==> config.mk <==
export PLATFORM = sky130hd
export DESIGN_NAME = fdv_regs
export DESIGN_NICKNAME = d
export VERILOG_FILES = /design/src/fdv_pkg.sv /design/src/fdv_regs.sv /design/src/fdv_thermal.sv
export SDC_FILE = /design/constraint.sdc
export NUM_CORES = 1
export LEC_CHECK = 0
export ABC_CLOCK_PERIOD_IN_PS = 1200
export BUFFER_PORTS_ARGS = -buffer_cell sky130_fd_sc_hd__buf_2
export CORE_AREA = 5 5 63 65
export CTS_CLUSTER_SIZE = 24
export DETAILED_ROUTE_END_ITERATION = 10
export DIE_AREA = 0 0 68 70
export GPL_TIMING_DRIVEN = 0
export PLACE_DENSITY = 0.75
export SLEW_MARGIN = 25
export SYNTH_ARGS = -nofsm -noshare
export SYNTH_HDL_FRONTEND = slang
export SYNTH_SLANG_ARGS = --single-unit
==> constraint.sdc <==
create_clock -name ref_clk -period 1.2 [get_ports ref_clk]
set_input_delay 0.18 -clock ref_clk [delete_from_list [all_inputs] [get_ports ref_clk]]
set_output_delay 0.18 -clock ref_clk [all_outputs]
set_load 0.02 [all_outputs]
==> src/fdv_pkg.sv <==
package fdv_pkg;
    // register map
    localparam logic [7:0] ADDR_CAL_GPIO = 8'h05;
    localparam logic [7:0] ADDR_VOUT     = 8'h06;
    localparam logic [7:0] RST_CAL_GPIO  = 8'h6a;
    localparam logic [7:0] RST_VOUT      = 8'h09;
    localparam logic [7:0] READ_UNMAPPED = 8'h00;

    // calibration / gpio / led enable fields
    localparam int CAL_BIT   = 7;
    localparam int PSM_BIT   = 6;
    localparam int DIR_BIT   = 5;
    localparam int GPIO_BIT  = 4;
    localparam int TYPE_BIT  = 3;
    localparam int LED_MSB   = 2;
    localparam int LED_LSB   = 0;

    // output voltage fields
    localparam int THERM_BIT = 7;
    localparam int HOT_BIT   = 6;
    localparam int WARN_BIT  = 5;
    localparam int HDR_BIT   = 4;
    localparam int CODE_MSB  = 3;
    localparam int CODE_LSB  = 0;

    // boost target: base + code * step, in millivolts
    localparam logic [15:0] VOUT_BASE_MV = 16'h0ef1;
    localparam logic [15:0] VOUT_STEP_MV = 16'h007d;
    localparam logic [15:0] VOUT_TOP_MV  = 16'h1644;

    // thermistor comparator trip points, millivolts, applied in the analog front end
    localparam logic [15:0] TS_HOT_MV    = 16'h0159;
    localparam logic [15:0] TS_WARN_MV   = 16'h041a;

    typedef enum logic {
        FDV_CAL_IDLE,
        FDV_CAL_RUN
    } fdv_cal_state_t;
endpackage

==> src/fdv_regs.sv <==
// Operation
// - writing one to bit 7 of register 5 starts self-calibration; zero stops it
// - bit 7 reads zero while calibration runs and one when it is done
// - done status stays set until the next calibration start clears it
// - bit 6 enables power-save mode; resets to one
// - bit 5 reads the dc-light enable pin level on that variant
// - writing bit 5 sets gpio direction: zero input, one output
// - bit 4 holds the gpio port value, seen or driven
// - bit 3 selects gpio push-pull (zero) or open-drain (one); resets one
// - bits 2..0 enable led channels 3, 2 and 1
// - headroom bit latches at each flash strobe end, before ramp-down
// - voltage field reads the latest calibration result code
// - voltage field write sets boost target, 3.825 V to 5.700 V linear
// - thermal variant: bit 7 of register 6 enables temperature monitoring
// - hot flag sets below 0.345 V, held until host writes zero
// - warning flag sets below 1.05 V and clears on read
// - hot flag forces shutdown, latched until the flag is cleared
// - gpio drives power-good when route bit is zero, else port value
module fdv_regs #(
    parameter int unsigned HAS_THERMAL = 0,
    parameter int unsigned HAS_DCL_PIN = 1
) (
    input  wire logic       ref_clk,
    input  wire logic       reset,
    input  wire logic [7:0] reg_addr,
    input  wire logic [7:0] reg_wdata,
    input  wire logic       reg_wr,
    input  wire logic       reg_rd,
    output logic      [7:0] reg_rdata,
    input  wire logic       dc_light_enable_pin,
    input  wire logic       gpio_pin_in,
    output logic            gpio_pin_out,
    output logic            gpio_pin_oe,
    input  wire logic       power_good,
    input  wire logic       power_good_route,
    input  wire logic       cal_done_in,
    input  wire logic [3:0] cal_code_in,
    input  wire logic       strobe_end,
    input  wire logic       headroom_in,
    input  wire logic       ts_below_warn,
    input  wire logic       ts_below_hot,
    output logic            forward_voltage_calibrate,
    output logic            cal_start,
    output logic            power_save_enable,
    output logic      [2:0] led_channel_enable,
    output logic      [3:0] target_voltage_code,
    output logic            thermal_monitor_enable,
    output logic            thermal_shutdown
);
    if (HAS_THERMAL > 1 || HAS_DCL_PIN > 1) begin : g_param_check
        $error("variant parameters must be 0 or 1");
    end

    typedef struct packed {
        logic                    cal_en;
        logic                    cal_start;
        fdv_pkg::fdv_cal_state_t cal_state;
        logic                    cal_done;
        logic                    psm;
        logic                    dir;
        logic                    port;
        logic                    otype;
        logic [2:0]              led;
        logic                    hdr;
        logic [3:0]              target;
        logic [3:0]              cal_code;
        logic                    therm_en;
        logic [7:0]              rdata;
        logic                    gpio_out;
        logic                    gpio_oe;
    } fdv_state_t;

    fdv_state_t s_q;
    fdv_state_t s_d;

    logic       wr_cal;
    logic       wr_vout;
    logic       rd_vout;
    logic       warn_flag;
    logic       hot_flag;
    logic       shutdown;
    logic       gpio_level;
    logic [7:0] rd_cal_gpio;
    logic [7:0] rd_vout_val;

    assign wr_cal  = reg_wr && (reg_addr == fdv_pkg::ADDR_CAL_GPIO);
    assign wr_vout = reg_wr && (reg_addr == fdv_pkg::ADDR_VOUT);
    assign rd_vout = reg_rd && (reg_addr == fdv_pkg::ADDR_VOUT);

    fdv_thermal u_thermal (
        .ref_clk        (ref_clk),
        .reset          (reset),
        .monitor_enable (s_q.therm_en),
        .ts_below_warn  (ts_below_warn),
        .ts_below_hot   (ts_below_hot),
        .hot_clear      (wr_vout && !reg_wdata[fdv_pkg::HOT_BIT] && HAS_THERMAL == 1),
        .warn_read      (rd_vout && HAS_THERMAL == 1),
        .warn_flag      (warn_flag),
        .hot_flag       (hot_flag),
        .shutdown       (shutdown)
    );

    // an input pin reads its own level; an output reads back the stored port value
    assign gpio_level = s_q.dir ? s_q.port : gpio_pin_in;

    always_comb begin
        rd_cal_gpio = '0;
        rd_cal_gpio[fdv_pkg::CAL_BIT]  = s_q.cal_done;
        rd_cal_gpio[fdv_pkg::PSM_BIT]  = s_q.psm;
        rd_cal_gpio[fdv_pkg::DIR_BIT]  = (HAS_DCL_PIN == 1) ? dc_light_enable_pin : s_q.dir;
        rd_cal_gpio[fdv_pkg::GPIO_BIT] = gpio_level;
        rd_cal_gpio[fdv_pkg::TYPE_BIT] = s_q.otype;
        rd_cal_gpio[fdv_pkg::LED_MSB:fdv_pkg::LED_LSB] = s_q.led;
        rd_vout_val = '0;
        rd_vout_val[fdv_pkg::HDR_BIT] = s_q.hdr;
        rd_vout_val[fdv_pkg::CODE_MSB:fdv_pkg::CODE_LSB] = s_q.cal_code;
        if (HAS_THERMAL == 1) begin
            rd_vout_val[fdv_pkg::THERM_BIT] = s_q.therm_en;
            rd_vout_val[fdv_pkg::HOT_BIT]   = hot_flag;
            rd_vout_val[fdv_pkg::WARN_BIT]  = warn_flag;
        end
    end

    always_comb begin
        s_d = s_q;
        s_d.cal_start = 1'b0;

        if (wr_cal) begin
            s_d.cal_en = reg_wdata[fdv_pkg::CAL_BIT];
            s_d.psm    = reg_wdata[fdv_pkg::PSM_BIT];
            s_d.dir    = reg_wdata[fdv_pkg::DIR_BIT];
            s_d.port   = reg_wdata[fdv_pkg::GPIO_BIT];
            s_d.otype  = reg_wdata[fdv_pkg::TYPE_BIT];
            s_d.led    = reg_wdata[fdv_pkg::LED_MSB:fdv_pkg::LED_LSB];
            if (reg_wdata[fdv_pkg::CAL_BIT]) begin
                // every write of one restarts, even when already enabled
                s_d.cal_start = 1'b1;
                s_d.cal_state = fdv_pkg::FDV_CAL_RUN;
                s_d.cal_done  = 1'b0;
            end else begin
                s_d.cal_state = fdv_pkg::FDV_CAL_IDLE;
            end
        end

        // a finishing calibration beats a same-cycle restart so its result is not lost
        case (s_q.cal_state)
            fdv_pkg::FDV_CAL_IDLE: begin
            end
            fdv_pkg::FDV_CAL_RUN: begin
                if (cal_done_in) begin
                    s_d.cal_done  = 1'b1;
                    s_d.cal_code  = cal_code_in;
                    s_d.cal_state = fdv_pkg::FDV_CAL_IDLE;
                end
            end
            default: begin
                s_d.cal_state = fdv_pkg::FDV_CAL_IDLE;
            end
        endcase

        if (wr_vout) begin
            // code maps to base + code * step millivolts in the analog loop
            s_d.target = reg_wdata[fdv_pkg::CODE_MSB:fdv_pkg::CODE_LSB];
            if (HAS_THERMAL == 1) begin
                s_d.therm_en = reg_wdata[fdv_pkg::THERM_BIT];
            end
        end

        if (strobe_end) begin
            s_d.hdr = headroom_in;
        end

        if (reg_rd) begin
            if (reg_addr == fdv_pkg::ADDR_CAL_GPIO) begin
                s_d.rdata = rd_cal_gpio;
            end else if (reg_addr == fdv_pkg::ADDR_VOUT) begin
                s_d.rdata = rd_vout_val;
            end else begin
                s_d.rdata = fdv_pkg::READ_UNMAPPED;
            end
        end

        // pin driver follows the stored setting one cycle later
        s_d.gpio_out = power_good_route ? s_q.port : power_good;
        s_d.gpio_oe  = s_q.dir;
        if (s_q.otype) begin
            s_d.gpio_oe  = s_q.dir && !s_d.gpio_out;
            s_d.gpio_out = 1'b0;
        end
    end

    always_ff @(posedge ref_clk or posedge reset) begin
        if (reset) begin
            s_q           <= '0;
            s_q.cal_state <= fdv_pkg::FDV_CAL_IDLE;
            s_q.cal_en    <= fdv_pkg::RST_CAL_GPIO[fdv_pkg::CAL_BIT];
            s_q.psm       <= fdv_pkg::RST_CAL_GPIO[fdv_pkg::PSM_BIT];
            s_q.dir       <= fdv_pkg::RST_CAL_GPIO[fdv_pkg::DIR_BIT];
            s_q.port      <= fdv_pkg::RST_CAL_GPIO[fdv_pkg::GPIO_BIT];
            s_q.otype     <= fdv_pkg::RST_CAL_GPIO[fdv_pkg::TYPE_BIT];
            s_q.led       <= fdv_pkg::RST_CAL_GPIO[fdv_pkg::LED_MSB:fdv_pkg::LED_LSB];
            s_q.target    <= fdv_pkg::RST_VOUT[fdv_pkg::CODE_MSB:fdv_pkg::CODE_LSB];
            s_q.cal_code  <= fdv_pkg::RST_VOUT[fdv_pkg::CODE_MSB:fdv_pkg::CODE_LSB];
        end else begin
            s_q <= s_d;
        end
    end

    // thermal outputs must also come from flops of this module
    logic shutdown_q;
    logic therm_en_q;

    always_ff @(posedge ref_clk or posedge reset) begin
        if (reset) begin
            shutdown_q <= 1'b0;
            therm_en_q <= 1'b0;
        end else begin
            shutdown_q <= shutdown;
            therm_en_q <= s_d.therm_en;
        end
    end

    assign reg_rdata                 = s_q.rdata;
    assign gpio_pin_out              = s_q.gpio_out;
    assign gpio_pin_oe               = s_q.gpio_oe;
    assign forward_voltage_calibrate = s_q.cal_en;
    assign cal_start                 = s_q.cal_start;
    assign power_save_enable         = s_q.psm;
    assign led_channel_enable        = s_q.led;
    assign target_voltage_code       = s_q.target;
    assign thermal_monitor_enable    = therm_en_q;
    assign thermal_shutdown          = shutdown_q;
endmodule

==> src/fdv_thermal.sv <==
module fdv_thermal (
    input  wire logic ref_clk,
    input  wire logic reset,
    input  wire logic monitor_enable,
    input  wire logic ts_below_warn,
    input  wire logic ts_below_hot,
    input  wire logic hot_clear,
    input  wire logic warn_read,
    output logic      warn_flag,
    output logic      hot_flag,
    output logic      shutdown
);
    typedef struct packed {
        logic warn;
        logic hot;
        logic shut;
    } fdv_therm_state_t;

    fdv_therm_state_t s_q;
    fdv_therm_state_t s_d;

    logic warn_evt;
    logic hot_evt;

    assign warn_evt = monitor_enable && ts_below_warn;
    assign hot_evt  = monitor_enable && ts_below_hot;

    always_comb begin
        s_d = s_q;
        // the read data already holds the old value, so a fresh event must survive the clear
        s_d.warn = warn_evt || (s_q.warn && !warn_read);
        s_d.hot  = hot_evt || (s_q.hot && !hot_clear);
        s_d.shut = s_d.hot;
    end

    always_ff @(posedge ref_clk or posedge reset) begin
        if (reset) begin
            s_q <= '0;
        end else begin
            s_q <= s_d;
        end
    end

    assign warn_flag = s_q.warn;
    assign hot_flag  = s_q.hot;
    assign shutdown  = s_q.shut;
endmodule

# Word-level counts from Yosys, hierarchy flattened

Index checks and enable logic that the tools add are counted.

Equal/unequal tests: 2
Muxes and demuxes: 10
Reductions and logical operators: 5

Operator list:

| cell                                                | number |
|---|---|
| equality test 8 x 3 -> 1 bit, second input constant | 2 |
| two-way mux 10 bit                                  | 1 |
| two-way mux 8 bit                                   | 1 |
| two-way mux 2 bit                                   | 3 |
| two-way mux 5 bit                                   | 1 |
| two-way mux 1 bit                                   | 4 |
| logical AND 1 bit                                   | 3 |
| AND reduction 2 bit                                 | 1 |
| logical NOT 1 bit                                   | 1 |

Flip-flop bits (word level): 30
Input port bits: 33
Output and inout port bits: 22
Word-level logic and storage cells: 32

# Logic depth before layout (Yosys ltp)

Depth after elaboration: 5
Gate-level depth with buffers: 4
Mapped depth without buffers: 3

# Modules after synthesis

Synthesis repeated with hierarchy kept, for this count alone.

Cells, all modules: 115
Area total of the unflattened synthesis: 1506.4 µm²

By module, submodules not included:

| module      | instances | cells each | area each (µm²) | sequential area each (µm²) |
|---|---|---|---|---|
| fdv_regs    | 1         | 105        | 1412.6          | 785.8 |
| fdv_thermal | 1         | 10         | 93.8            | 50.0 |

# Worst setup path before layout

No wires, ideal clock.

Path type: input to register
Start: input reg_addr[5]
End: register s_q (netlist bit target_voltage_code[1])
Setup time: 0.125 ns
Arrival time: 1.116 ns
Required time: 1.075 ns
Setup slack: -0.041 ns
Stages: 3
Buffers on the path: 0
Path through: nor4_4 nand3_1 mux2_2

Word-level cells in the longest chain between the ends: 2

RTL lines:

| what                         | RTL line       | text |
|---|---|---|
| start, declared              | fdv_regs.sv:25 | `input wire logic [7:0] reg_addr,` |
| equality test 8 x 3 -> 1 bit | fdv_regs.sv:87 | `assign wr_vout = reg_wr && (reg_addr == fdv_pkg::ADDR_VOUT);` |
| logical AND 1 bit            | fdv_regs.sv:87 |  |
| end, declared                | fdv_regs.sv:73 | `fdv_state_t s_q;` |

No other way between the ends.
A chain may end at the register's enable or synchronous reset.

# Worst setup path in the final report

Start: register s_q[25] (netlist bit)
End: register s_q (netlist bit reg_rdata[4])

Word-level cells in the longest chain between the ends: 2

RTL lines:

| what              | RTL line        | text |
|---|---|---|
| two-way mux 1 bit | fdv_regs.sv:104 | `assign gpio_level = s_q.dir ? s_q.port : gpio_pin_in;` |
| two-way mux 8 bit | fdv_regs.sv:174 | `if (reg_addr == fdv_pkg::ADDR_CAL_GPIO) begin` |

No other way between the ends.

==> out/summary.log <==
[status] result of the run complete, no violations
[sta] final period utilization 97.6%
[setup_path] endpoint type of the worst setup path register
[floorplanning] floorplan die height 70 µm
[cells_and_area] commonest cells after routing, fill and taps aside 38 x buf_2, 22 x dfrtp_1, 21 x buf_4, 19 x mux2_2, 10 x buf_6
[grt] maximum number of pins on one net before global-route repair 31
[drt] WL per Instance 14.7 µm
[setup_path] largest fanout on the critical path 3
[cts] CTS sink cnt 30
[cells_and_area] share of post-route cells with drive strength above 1 65.9%
[setup_path] crit-path cells mux2_2 -> nand4_1 -> nand3_1
[setup_path] type of the worst setup path register to register
[place] Buffers on Ports 49
[setup_path] Max stage delay cell, worst path dfstp_2
[setup_path] arrival time of the worst setup path 1380 ps
[yosys] Post-Synthesis Cell Area 1400 µm²
[cells_and_area] most frequent standard cell in the layout excluding fill and tap cells buf_2
[power_and_ir_drop] maximum VDD drop 0.000506 V
[place] area of placed instances 1700 µm²
[yosys] Cells after Synth 105
[cts] H-tree levels 2
[sta] number of setup violations in the final report 0
[floorplanning] DIE AREA 4760 µm²
[flow_run] max-cap violation count 0
[power_and_ir_drop] Leak 0.972 nW
[floorplanning] horizontal die dimension 68 µm
[sta] clock period minus final worst setup slack 1170 ps
[cts] Clock Latency Late Sink 320 ps
[cells_and_area] layout filler cell count 293
[grt] total routing resource utilization after global routing 14.3%
[cells_and_area] fin nets 199
[cells_and_area] footprint of the multi-input gates 510 µm²
[grt] grt ovf 0
[drt] wire length reported by the detailed router 3.14 mm
[place] DPL Wire Length 2.36 mm
[floorplanning] initial standard-cell utilization of the core 42.5%
[drt] drc violations 0
[cells_and_area] Layout Cell Area excl Fill 1860 µm²
[drt] number of routed nets with antenna violations 0
[hold_path] path class of the lowest-slack min-delay path input port to register
[grt] vias in the first global route 1094
[cells_and_area] number of inserted diodes 0
[yosys] number of distinct library cell variants in the gate-level netlist after synthesis 23
[floorplanning] number of core rows 21
[power_and_ir_drop] power density of the placed cells 1070 nW/µm²
[cts] Inserted Clock Buffers 5
[sta] Max Transition Viols Final 0
[cts] clock tree root buffer cell clkbuf_4
[yosys] average cell area after synthesis 13.3 µm²
[grt] wire length of the first global-routing pass 5.10 mm
[cts] Clk pin slew, worst setup/hold paths 90 ps
[drt] via total after detailed routing 1005
[place] routability congestion estimate 0.775
[setup_path] data required time of the critical path 1400 ps
[grt] number of antenna violations at the first check in global routing 0
[cts] number of buffers between clock root and the deepest sink 2
[sta] Rel. slew slack 59.1%
[cells_and_area] area occupied by registers 761 µm²
[sta] count of endpoints failing hold in the final timing report 0
[floorplanning] Boundary Pins 55
[sta] slew of the pin with the lowest slew margin 613 ps
[cells_and_area] Layout Area Growth over Synthesis 33.3%
[drt] iteration-0 DRC count of the detailed router 48
[sta] worst setup skew after layout 7.67 ps
[drt] number of vias per cell 4.72
[drt] router iterations before antenna repair 4
[cts] CTS tree built
[power_and_ir_drop] sum of internal, switching and leakage power 1.98 mW
[setup_path] Setup crit start kind register
[yosys] Seq cells post-synth 30
[yosys] Synthesis Warnings 0
[yosys] post-synthesis sequential area ratio 54.5%
[floorplanning] core region area 3280 µm²
[sta] maximum operating frequency 0.854 GHz
[setup_path] largest incremental delay on the critical path 560 ps
## cell families after synthesis
kind of cell,after synthesis,synth area share [%]
other cells,1,0.269
compound gates,10,6.10
simple gates,24,13.1
buf+inv,20,9.95
flops,30,54.5
mux,20,16.1
## critical path: cells and delay by family (launching register included)
| family | cells | cell delay (ps) |
|---|---|---|
| DFF | 1 | 560 |
| and+or+nand+nor | 2 | 170 |
| muxes | 1 | 340 |
## final timing paths
| kind | from | end | slack [ps] | cells past startpoint |
|---|---|---|---|---|
| worst min-delay path | reg_wdata[7] | rd_cal_gpio[7] | 90 | 2 |
| worst max-delay path | s_q[25] | reg_rdata[4] | 30 | 3 |
| worst min register to register | reg_rdata[4] | reg_rdata[4] | 500 | 2 |
| min in group asynchronous | reset | forward_voltage_calibrate | 470 | 3 |
| worst max register to register | s_q[25] | reg_rdata[4] | 30 | 3 |
| max in group asynchronous | reset | gpio_pin_oe | 320 | 3 |
## layer usage
| layer | vias up | share of wire, % | GRT usage (%) |
|---|---|---|---|
| li1 | 480 | - | - |
| met1 | 480 | 37 | 16.4 |
| met2 | 38 | 54 | 24.3 |
| met3 | 7 | 7.0 | 3.85 |
| met4 | 0 | 1.4 | 5.96 |
| met5 | - | 0 | 0 |
## registers in the layout, indices dropped and copies added, names as in the netlist
register                   flops
cal_start                      1
power_save_enable              1
led_channel_enable             3
gpio_pin_out                   1
forward_voltage_calibrate      1
reg_rdata                      8
rd_cal_gpio                    2
rd_vout_val                    5
target_voltage_code            4
s_q                            3
gpio_pin_oe                    1
## report_power, final
group          leakage (nW)  switching, mW  internal, mW  total [mW]
clock network        0.0265          0.309         0.233       0.543
logic                 0.564          0.131         0.150       0.281
registers             0.382         0.0468          1.11        1.16
total                 0.972          0.487          1.49        1.98
## stage by stage
| stage | hold WS, ps | cells | setup WS, ps | utilization [%] | setup TNS, ps |
|---|---|---|---|---|---|
| 3_5_place_dp | 288 | 201 | -380 | 51.8 | -5240 |
| 3_3_place_gp | 401 | 201 | -340 | 51.8 | -4650 |
| 4_1_cts | 76.2 | 212 | -38.7 | 55.1 | -70.3 |
| 2_1_floorplan | 265 | 106 | -41.1 | - | -220 |
| 6_report | 87.3 | 213 | 28.8 | 56.6 | 0 |
| 5_1_grt | 62.8 | 213 | -2.36 | 56.6 | -2.47 |
## final cells by class
type,count,area share [%]
plain buffers,13,5.05
clock buffers,8,2.62
inverters,2,0.404
multi-input cells,56,27.5
flip-flops and latches,30,40.9
well taps,46,3.10
repair buffers,58,20.5
## Yosys cell counts (all sizes together)
library cell	count	area share [%]
a21boi	1	0.54
a21oi	1	0.36
a221o	4	2.9
a22o	3	1.9
a31oi	1	0.45
and2	1	0.45
and3	3	1.6
and4	1	0.72
buf	18	9.4
conb	1	0.27
dfrtp	22	39
dfstp	8	15
inv	2	0.54
mux2	19	15
mux2i	1	0.72
nand2	4	1.1
nand3	2	0.72
nand4	3	2.4
nor2b	7	3.1
nor4	1	1.5
nor4bb	2	1.4
## what timing repair did
item                       in CTS  in global routing
resized for setup              10                 15
hold endpoints to repair       22                  0
pin swaps                       1                  0
cloned                          0                  0
hold buffers                    1                  0
setup endpoints to repair      11                 16
setup buffers                   3                  5
Note: power is estimated with default switching activity, not from simulation.
